### src/verilog/bgd_pkg.sv
// Package for the gate drive conditioning block: register map, fields, types
`default_nettype none
package bgd_pkg;
	// ------------------------------------------------------------
	// Register word addresses (one 32-bit word each)
	// ------------------------------------------------------------
	localparam logic [3:0] ADDR_MASK_EN = 4'h0;
	localparam logic [3:0] ADDR_MASK_VAL = 4'h1;
	localparam logic [3:0] ADDR_DEAD_TIME = 4'h2;
	localparam logic [3:0] ADDR_POLARITY = 4'h3;
	localparam logic [3:0] ADDR_MODE_CTRL = 4'h4;
	localparam logic [3:0] ADDR_HALL_CTRL = 4'h5;
	localparam logic [3:0] ADDR_HALL_FILT = 4'h6;
	localparam logic [3:0] ADDR_STATUS = 4'h7;
	localparam logic [7:0] RESET_BYTE = 8'h00;
	localparam logic [31:0] UNMAPPED_DATA = 32'h0000_0000;
	// ------------------------------------------------------------
	// Field positions
	// ------------------------------------------------------------
	localparam int DT_CLK_LSB = 6;
	localparam int DT_EN_BIT = 5;
	localparam int MODE_MASK_SEL = 0;
	localparam int MODE_BRAKE = 1;
	localparam int MODE_PROT_SEL = 2;
	localparam int MODE_SOFT_C = 3;
	localparam int HC_SRC_MODE = 0;
	localparam int HC_SRC_SEL = 1;
	localparam int HC_FILT_EN = 2;
	localparam int HC_DELAY_SEL = 3;
	localparam int HC_TMR_LSB = 4;
	localparam int HC_SOFT_LSB = 6;
	localparam int HF_RATE_LSB = 5;
	localparam logic [1:0] TMR_UNUSED = 2'h3;
	// ------------------------------------------------------------
	// Types
	// ------------------------------------------------------------
	typedef struct packed {
		logic [2:0] high;
		logic [2:0] low;
	} bgd_gate_s;
	typedef enum logic [2:0] {
		DT_IDLE = 3'b001,
		DT_WAIT = 3'b010,
		DT_HIGH = 3'b100
	} bgd_dt_e;
endpackage
`default_nettype wire

### src/verilog/bgd_top.sv
// Gate drive conditioning and Hall front end with Avalon-MM registers
//
// Functional notes
// - Mask-enable bit set blocks generator signal; channel drives its mask value.
// - Masked channel: mask value 0 drives low, 1 drives high.
// - Brake overrides all: highs 0, lows 1.
// - Protection forces outputs: select 0 all off, select 1 brake pattern.
// - Rising edges delayed by dead time when enabled.
// - Falling edges pass without added delay.
// - Dead-time clock: system clock divided by 1, 2, 4 or 8.
// - Dead-time enable 0 passes edges undelayed.
// - Dead time is (count plus one) times dead-time clock period.
// - Both sides of a pair high forces that pair to 0.
// - One polarity bit per gate output; 1 inverts; bit 0 phase A high.
// - Gate pins high impedance after reset.
// - A 1 on a gate signal turns the transistor on.
// - Hall source bit 0 uses software bits, 1 uses selected Hall inputs.
// - Filter enable 0 bypasses noise filter, 1 filters Hall inputs.
// - Filter samples at selected rate, accepts level after compare count samples.
// - Delay select 0 clears both delay buffers and bypasses delay.
// - Delay select 1: hardware drives chosen timer's run bit.
// - Software mask applies only when mask-mode select is 1.
// - Both channels of pair masked with values 1 forces pair to 0.
// - Timer select: 00 first, 01 second, 10 third timer, 11 unused.
`timescale 1ns/1ps
`default_nettype none
module bgd_top
	import bgd_pkg::*;
(
	input wire logic core_clk_in,
	input wire logic rst_in,
	input wire logic [3:0] avs_address_in,
	input wire logic avs_read_in,
	input wire logic avs_write_in,
	input wire logic [31:0] avs_writedata_in,
	input wire logic [3:0] avs_byteenable_in,
	output logic [31:0] avs_readdata_out,
	output logic avs_waitrequest_out,
	input wire logic [5:0] pwm_gen_in,
	input wire logic [5:0] hw_mask_in,
	input wire logic protect_in,
	input wire logic [2:0] hall_pin_in,
	input wire logic [2:0] hall_cmp_in,
	input wire logic timer_match_in,
	output logic [2:0] gate_high_pins_out,
	output logic [2:0] gate_low_pins_out,
	output logic [5:0] gate_oe_out,
	output logic [2:0] hall_decode_out,
	output logic [2:0] timer_run_bit_out
);
	// ------------------------------------------------------------
	// Register file
	// ------------------------------------------------------------
	logic [7:0] mask_en_q, mask_en_d, mask_val_q, mask_val_d;
	logic [7:0] dts_q, dts_d, pol_q, pol_d, mode_q, mode_d;
	logic [7:0] hctl_q, hctl_d, hflt_q, hflt_d;
	logic ack_q, ack_d, oe_q, oe_d;
	logic [31:0] rdata_q, rdata_d;
	logic [2:0] hall_sel;
	logic [2:0] filt_q, filt_d;
	logic hall_st;

	function automatic logic [7:0] wr_byte(input logic [7:0] cur, input logic en,
		input logic [7:0] nv);
		wr_byte = en ? nv : cur;
	endfunction

	always_comb begin
		logic hit;
		// Write lands only at the edge where waitrequest is low
		hit = avs_write_in && ack_q;
		mask_en_d = mask_en_q;
		mask_val_d = mask_val_q;
		dts_d = dts_q;
		pol_d = pol_q;
		mode_d = mode_q;
		hctl_d = hctl_q;
		hflt_d = hflt_q;
		oe_d = oe_q;
		ack_d = (avs_read_in || avs_write_in) && !ack_q;
		rdata_d = rdata_q;
		if (hit) begin
			unique case (avs_address_in)
				ADDR_MASK_EN: mask_en_d = wr_byte(mask_en_q, avs_byteenable_in[0],
					{2'h0, avs_writedata_in[5:0]});
				ADDR_MASK_VAL: mask_val_d = wr_byte(mask_val_q, avs_byteenable_in[0],
					{2'h0, avs_writedata_in[5:0]});
				ADDR_DEAD_TIME: dts_d = wr_byte(dts_q, avs_byteenable_in[0],
					avs_writedata_in[7:0]);
				ADDR_POLARITY: pol_d = wr_byte(pol_q, avs_byteenable_in[0],
					{2'h0, avs_writedata_in[5:0]});
				ADDR_MODE_CTRL: mode_d = wr_byte(mode_q, avs_byteenable_in[0],
					{4'h0, avs_writedata_in[3:0]});
				ADDR_HALL_CTRL: hctl_d = wr_byte(hctl_q, avs_byteenable_in[0],
					avs_writedata_in[7:0]);
				ADDR_HALL_FILT: hflt_d = wr_byte(hflt_q, avs_byteenable_in[0],
					avs_writedata_in[7:0]);
				default: ;
			endcase
			// Pins leave high impedance once software programs polarity
			if (avs_address_in == ADDR_POLARITY) oe_d = 1'b1;
		end
		if (avs_read_in && !ack_q) begin
			unique case (avs_address_in)
				ADDR_MASK_EN: rdata_d = {24'h0, mask_en_q};
				ADDR_MASK_VAL: rdata_d = {24'h0, mask_val_q};
				ADDR_DEAD_TIME: rdata_d = {24'h0, dts_q};
				ADDR_POLARITY: rdata_d = {24'h0, pol_q};
				ADDR_MODE_CTRL: rdata_d = {24'h0, mode_q};
				ADDR_HALL_CTRL: rdata_d = {24'h0, hctl_q};
				ADDR_HALL_FILT: rdata_d = {24'h0, hflt_q};
				ADDR_STATUS: rdata_d = {24'h0, 1'b0, gate_high_pins_out[0],
					gate_low_pins_out[0], gate_high_pins_out[1], 1'b0, hall_decode_out};
				default: rdata_d = UNMAPPED_DATA;
			endcase
		end
	end

	always_ff @(posedge core_clk_in or posedge rst_in) begin
		if (rst_in) begin
			mask_en_q <= RESET_BYTE;
			mask_val_q <= RESET_BYTE;
			dts_q <= RESET_BYTE;
			pol_q <= RESET_BYTE;
			mode_q <= RESET_BYTE;
			hctl_q <= RESET_BYTE;
			hflt_q <= RESET_BYTE;
			ack_q <= 1'b0;
			oe_q <= 1'b0;
			rdata_q <= UNMAPPED_DATA;
		end else begin
			mask_en_q <= mask_en_d;
			mask_val_q <= mask_val_d;
			dts_q <= dts_d;
			pol_q <= pol_d;
			mode_q <= mode_d;
			hctl_q <= hctl_d;
			hflt_q <= hflt_d;
			ack_q <= ack_d;
			oe_q <= oe_d;
			rdata_q <= rdata_d;
		end
	end

	// Answer one cycle after the request is seen
	assign avs_waitrequest_out = (avs_read_in || avs_write_in) && !ack_q;
	assign avs_readdata_out = rdata_q;

	// ------------------------------------------------------------
	// Mask stage and overrides
	// ------------------------------------------------------------
	// Channel n: even = high side, odd = low side of pair n/2
	logic [5:0] soft_mask, mask_out, ovr_out;
	always_comb begin
		for (int p = 0; p < 3; p++) begin
			for (int s = 0; s < 2; s++) begin
				soft_mask[2*p+s] = mask_en_q[2*p+s] ? mask_val_q[2*p+s]
					: pwm_gen_in[2*p+s];
			end
			if (mask_en_q[2*p] && mask_en_q[2*p+1] && mask_val_q[2*p]
				&& mask_val_q[2*p+1]) begin
				soft_mask[2*p+:2] = 2'b00;
			end
		end
		mask_out = mode_q[MODE_MASK_SEL] ? soft_mask : hw_mask_in;
		ovr_out = mask_out;
		if (mode_q[MODE_BRAKE]) begin
			ovr_out = 6'b101010;
		end else if (protect_in) begin
			ovr_out = mode_q[MODE_PROT_SEL] ? 6'b101010 : 6'b000000;
		end
	end

	// ------------------------------------------------------------
	// Dead-time prescaler and per-channel rising-edge delay
	// ------------------------------------------------------------
	logic [2:0] pre_q, pre_d;
	logic dt_tick;
	always_comb begin
		pre_d = pre_q + 3'h1;
		unique case (dts_q[DT_CLK_LSB+:2])
			2'h0: dt_tick = 1'b1;
			2'h1: dt_tick = pre_q[0];
			2'h2: dt_tick = &pre_q[1:0];
			default: dt_tick = &pre_q;
		endcase
	end

	bgd_dt_e st_q [6];
	bgd_dt_e st_d [6];
	logic [4:0] cnt_q [6];
	logic [4:0] cnt_d [6];
	logic [5:0] dt_out;
	always_comb begin
		for (int i = 0; i < 6; i++) begin
			st_d[i] = st_q[i];
			cnt_d[i] = cnt_q[i];
			if (!dts_q[DT_EN_BIT]) begin
				st_d[i] = ovr_out[i] ? DT_HIGH : DT_IDLE;
			end else begin
				unique case (st_q[i])
					DT_IDLE: if (ovr_out[i]) begin
						st_d[i] = DT_WAIT;
						cnt_d[i] = 5'h00;
					end
					DT_WAIT: if (!ovr_out[i]) begin
						st_d[i] = DT_IDLE;
					end else if (dt_tick) begin
						// Count ticks 0..N, so N+1 periods
						if (cnt_q[i] == dts_q[4:0]) st_d[i] = DT_HIGH;
						else cnt_d[i] = cnt_q[i] + 5'h01;
					end
					DT_HIGH: if (!ovr_out[i]) st_d[i] = DT_IDLE;
				endcase
			end
			// Falling edge drops immediately
			dt_out[i] = dts_q[DT_EN_BIT] ? ((st_q[i] == DT_HIGH) && ovr_out[i])
				: ovr_out[i];
		end
	end

	always_ff @(posedge core_clk_in or posedge rst_in) begin
		if (rst_in) begin
			pre_q <= 3'h0;
			for (int i = 0; i < 6; i++) begin
				st_q[i] <= DT_IDLE;
				cnt_q[i] <= 5'h00;
			end
		end else begin
			pre_q <= pre_d;
			for (int i = 0; i < 6; i++) begin
				st_q[i] <= st_d[i];
				cnt_q[i] <= cnt_d[i];
			end
		end
	end

	// ------------------------------------------------------------
	// Stagger, polarity and pins
	// ------------------------------------------------------------
	logic [5:0] stag, pin_d, pin_q;
	bgd_gate_s pins;
	always_comb begin
		for (int p = 0; p < 3; p++) begin
			stag[2*p+:2] = (&dt_out[2*p+:2]) ? 2'b00 : dt_out[2*p+:2];
		end
		// 1 means transistor on before polarity
		pin_d = stag ^ pol_q[5:0];
	end
	always_ff @(posedge core_clk_in or posedge rst_in) begin
		if (rst_in) pin_q <= 6'h00;
		else pin_q <= pin_d;
	end
	always_comb begin
		for (int p = 0; p < 3; p++) begin
			pins.high[p] = pin_q[2*p];
			pins.low[p] = pin_q[2*p+1];
		end
	end
	assign gate_high_pins_out = pins.high;
	assign gate_low_pins_out = pins.low;
	assign gate_oe_out = {6{oe_q}};

	// ------------------------------------------------------------
	// Hall source, noise filter, delay
	// ------------------------------------------------------------
	logic [2:0] samp_q, samp_d;
	logic [4:0] hcnt_q, hcnt_d;
	logic [2:0] buf1_q, buf1_d, buf2_q, buf2_d, hout_q, hout_d;
	logic samp_tick;
	always_comb begin
		logic [2:0] raw;
		raw = hctl_q[HC_SRC_SEL] ? hall_cmp_in : hall_pin_in;
		// Sample tick every 2^sel clocks, every 8 clocks for sel 3 and above
		samp_d = samp_q + 3'h1;
		samp_tick = (samp_q & ((3'h1 << hflt_q[HF_RATE_LSB+:3]) - 3'h1)) == 3'h0;
		filt_d = filt_q;
		hcnt_d = hcnt_q;
		if (!hctl_q[HC_FILT_EN]) begin
			filt_d = raw;
			hcnt_d = 5'h00;
		end else if (samp_tick) begin
			if (raw == filt_q) hcnt_d = 5'h00;
			else if (hcnt_q >= hflt_q[4:0]) begin
				filt_d = raw;
				hcnt_d = 5'h00;
			end else hcnt_d = hcnt_q + 5'h01;
		end
		// Soft Hall C lives in the mode register: the Hall byte has no room
		hall_sel = hctl_q[HC_SRC_MODE] ? filt_q
			: {mode_q[MODE_SOFT_C], hctl_q[HC_SOFT_LSB+:2]};
		buf1_d = buf1_q;
		buf2_d = buf2_q;
		if (!hctl_q[HC_DELAY_SEL]) begin
			buf1_d = 3'h0;
			buf2_d = 3'h0;
			hout_d = hall_sel;
		end else begin
			if (hall_sel != buf1_q) buf1_d = hall_sel;
			if (timer_match_in) buf2_d = buf1_q;
			hout_d = buf2_q;
		end
		hall_st = hctl_q[HC_DELAY_SEL] && (buf1_q != buf2_q);
	end
	always_ff @(posedge core_clk_in or posedge rst_in) begin
		if (rst_in) begin
			samp_q <= 3'h0;
			hcnt_q <= 5'h00;
			filt_q <= 3'h0;
			buf1_q <= 3'h0;
			buf2_q <= 3'h0;
			hout_q <= 3'h0;
		end else begin
			samp_q <= samp_d;
			hcnt_q <= hcnt_d;
			filt_q <= filt_d;
			buf1_q <= buf1_d;
			buf2_q <= buf2_d;
			hout_q <= hout_d;
		end
	end
	assign hall_decode_out = hout_q;
	// Run bit driven for selected timer while a change is pending
	always_comb begin
		timer_run_bit_out = 3'h0;
		if (hctl_q[HC_TMR_LSB+:2] != TMR_UNUSED) begin
			timer_run_bit_out[hctl_q[HC_TMR_LSB+:2]] = hall_st;
		end
	end
endmodule // bgd_top
`default_nettype wire

### config.mk
export PLATFORM = sky130hd
export DESIGN_NAME = bgd_top
export DESIGN_NICKNAME = d
export VERILOG_FILES = /design/src/verilog/bgd_pkg.sv /design/src/verilog/bgd_top.sv
export SDC_FILE = /design/constraint.sdc
export NUM_CORES = 1
export LEC_CHECK = 0
export BUFFER_PORTS_ARGS = -buffer_cell sky130_fd_sc_hd__buf_4
export CORE_MARGIN = 5
export CORE_UTILIZATION = 50
export CTS_BUF_LIST = sky130_fd_sc_hd__clkbuf_16
export CTS_CLUSTER_SIZE = 14
export DETAILED_ROUTE_END_ITERATION = 7
export PLACE_DENSITY = 0.73
export SLEW_MARGIN = 10
export SYNTH_ARGS = -nofsm -noshare
export SYNTH_HDL_FRONTEND = slang
export SYNTH_SLANG_ARGS = --single-unit
### constraint.sdc
create_clock -name core_clk_in -period 4 [get_ports core_clk_in]
set_clock_uncertainty 0.05 [all_clocks]
set_input_delay 0 -clock core_clk_in [delete_from_list [all_inputs] [get_ports core_clk_in]]
set_output_delay 0 -clock core_clk_in [all_outputs]
set_load 0.02 [all_outputs]
==> reports/metrics.csv <==
stage;metric;value;unit
min_path;holdCritPathClass;input pin to flop;
drt;detail_route.vias_per_cell;5.82;
floorplan;die_h;134;um
clocking;cts_buffers;17;
placed_design;port_buffers;63;
setup_path;critical_path_arrival;2800;ps
clocking;cts_tree;done;
sta;maxSlewViolCount;0;
floorplan;fp.dieW;134;um
sta;clock.fmax;392;MHz
drt;postRouteAntennaNets;0;
clocking;cts_setup_buffers;0;
drt;wl_per_cell;18.4;um
final_layout;nFillCells;1242;
clocking;htree_levels;4;
grt;grt_util_all_layers;0.212;
logic_synthesis;synth_seq_area_share;0.436;
grt;grt_max_degree;78;
sta;setup_viol;0;
clocking;cts_root_buf;clkbuf_16;
final_layout;drive_above_1_share;0.218;
flow_run;cap_violations;0;
clocking;clk_pin_slew_worst_paths;60;ps
grt;antenna_found_initial;0;
logic_synthesis;synth_enable_flop_cells;0;
logic_synthesis;synth_ff_type;dfrtp_1;
logic_synthesis;synth.area.top_cells;dfrtp_1 42%, mux2_2 6.6%, nand2_1 3.3%;
drt;dr.pass1.iters;5;
placed_design;placed_area;8120;um^2
logic_synthesis;synth_top_area_frac;0.416;
pwr;p_leak;4.13;nW
logic_synthesis;netlist_instances;742;
logic_synthesis;netlist_area;7650;um^2
grt;grt_pass1_vias;5977;
setup_path;startpoint_type;flop;
drt;num_vias;5944;
sta;min_period_over_period;0.637;
grt;grt_first_pass_wirelength;30.0;mm
logic_synthesis;yosysWarningCount;0;
grt;gr-total-overflow;0;
clocking;cts.sinks;133;
sta;period_needed;2550;ps
logic_synthesis;synth_cell_types;76;
drt;routed_wl;18.8;mm
floorplan;rows;45;
setup_path;cp_max_fo;8;
pwr;power.density;498;nW/um^2
floorplan;core;15100;um^2
clocking;clock_latency;420;ps
clocking;clockBufferDepth;2;
final_layout;syn2layout_area_growth;16.4;%
setup_path;crit_required;4250;ps
floorplan;dieArea;17900;um^2
logic_synthesis;ys_seq_elements;133;
sta;hold_violations;0;
final_layout;stdcell_area;8900;um^2
sta;rsz0062_at_grt;no;
sta;worst_slew_pin_slew;972;ps
status;status;finished clean;
drt;drc_errors;0;
floorplan;start_util;0.507;
placed_design;globalplace.congestion;0.867;
sta;setup_tns;0;ps
placed_design;dpl.hpwl;13.4;mm
floorplan;ios;115;
final_layout;antenna_cells;0;
setup_path;cp-end-kind;flop;
logic_synthesis;yosysTopAreaCell;dfrtp_1;
final_layout;final_nets;900;
sta;relSlewSlack;0.352;
setup_path;crit_type;flop to flop;
pwr;ir_drop;0.343;mV
drt;drt-initial-drc-count;437;
logic_synthesis;synth-async-reset-ratio;1.00;
logic_synthesis;synth.avg_cell_area;10.3;um^2
metrics by stage:
stage	std cells	power [W]	worst slack [ps]	hold WS, ps	utilization
finish	1021	0.00444	1450	18.9	0.590
global route	1021	0.00465	1330	39.2	0.590
CTS	1021	0.00445	1460	16.2	0.590
detailed placement	968	0.00292	1490	214	0.538
global placement	968	0.00286	1600	211	0.538
floorplan	765	0.00260	406	66.8	-
synth_stat cells (9+ instances only):
| library cell | number |
|---|---|
| a21oi_1 | 22 |
| and2_1 | 10 |
| buf_4 | 30 |
| dfrtp_1 | 127 |
| ha_1 | 16 |
| inv_1 | 24 |
| mux2_1 | 9 |
| mux2_2 | 45 |
| mux2i_1 | 22 |
| nand2_1 | 67 |
| nand2b_1 | 19 |
| nand3_1 | 30 |
| nor2_1 | 43 |
| nor2b_1 | 12 |
| nor3_1 | 11 |
| nor3b_1 | 13 |
| o21ai_0 | 45 |
| o21ai_1 | 10 |
| xnor2_1 | 19 |
| xor2_1 | 24 |
per-layer routing:
metal / track usage / vias to the layer above / wire length (um)
li1: - / 2742 / -
met1: 0.266 / 2921 / 7840
met2: 0.353 / 238 / 9090
met4: 0.0817 / 0 / 548
met3: 0.0555 / 43 / 1300
met5: 0 / - / 0
report_power, final:
group / switching, W / internal (W)
Combinational: 0.000593 / 0.000499
Clock: 0.000641 / 0.000869
Sequential: 0.000270 / 0.00157
Total: 0.00150 / 0.00293
logic make-up after synthesis:
logic type / Yosys count / share of synthesized area
and+or+nand+nor: 244 / 0.167
xor gates and xnor gates: 45 / 0.0535
muxes: 84 / 0.129
other: 1 / 0.000490
adders and majority gates: 16 / 0.0262
buffers and inverters: 75 / 0.0568
AOI/OAI and AO/OA: 144 / 0.131
DFF: 133 / 0.436
state kept, by name, indices dropped and copies added, names as in the netlist, 4 cells and up:
| register | cells |
|---|---|
| avs_readdata_out | 8 |
| cnt_q | 30 |
| dts_q | 8 |
| hcnt_q | 5 |
| hctl_q | 8 |
| hflt_q | 8 |
| mask_en_q | 6 |
| mask_val_q | 6 |
| mode_q | 4 |
| pin_q | 6 |
| pol_q | 6 |
| st_q | 18 |
worst max-delay path, stage by stage, from the launching register on:
cell and delay, ps:
dfrtp_1 380, ha_1 180, ha_1 140, mux2i_1 100, a21oi_2 460, nor2_1 100
or4_1 510, o211ai_2 130, mux2_1 370
final cells by class:
type	instances	area, um^2	share of cell area
clock inverter	15	143	0.0160
timing repair buffer	87	706	0.0793
inverter	24	92.6	0.0104
multi-input combinational	557	3960	0.445
clock buffer	17	425	0.0478
sequential	133	3340	0.375
tap	188	235	0.0264
what timing repair did:
action	CTS	global route
hold buffers	21	0
resized for setup	0	0
hold endpoints to repair	129	0
final timing paths:
kind | startpoint | endpoint | slack (ps) | depth (start not counted)
min | avs_address_in[0] | avs_readdata_out[0] | 20 | 3
max in group asynchronous | rst_in | st_q[0] | 2570 | 4
max | pre_q[0] | st_q[2] | 1450 | 8
max reg2reg | pre_q[0] | st_q[2] | 1450 | 8
min in group asynchronous | rst_in | pre_q[0] | 320 | 3
min reg2reg | samp_q[0] | samp_q[0] | 400 | 1
layout by cell type (no fill, tap or decap), types with 12 or more instances in the layout:
master / instances
nor2b_1: 12
nor3b_1: 13
nand2_1: 67
mux2i_1: 22
clkbuf_16: 17
nand3_1: 30
nor2_1: 43
dfrtp_1: 127
mux2_2: 45
nand2b_1: 19
dlygate4sd3_1: 21
ha_1: 16
xnor2_1: 19
o21ai_0: 45
buf_4: 66
conb_1: 24
a21oi_1: 22
xor2_1: 24
inv_1: 23
Power figures use the tool's default switching activity.
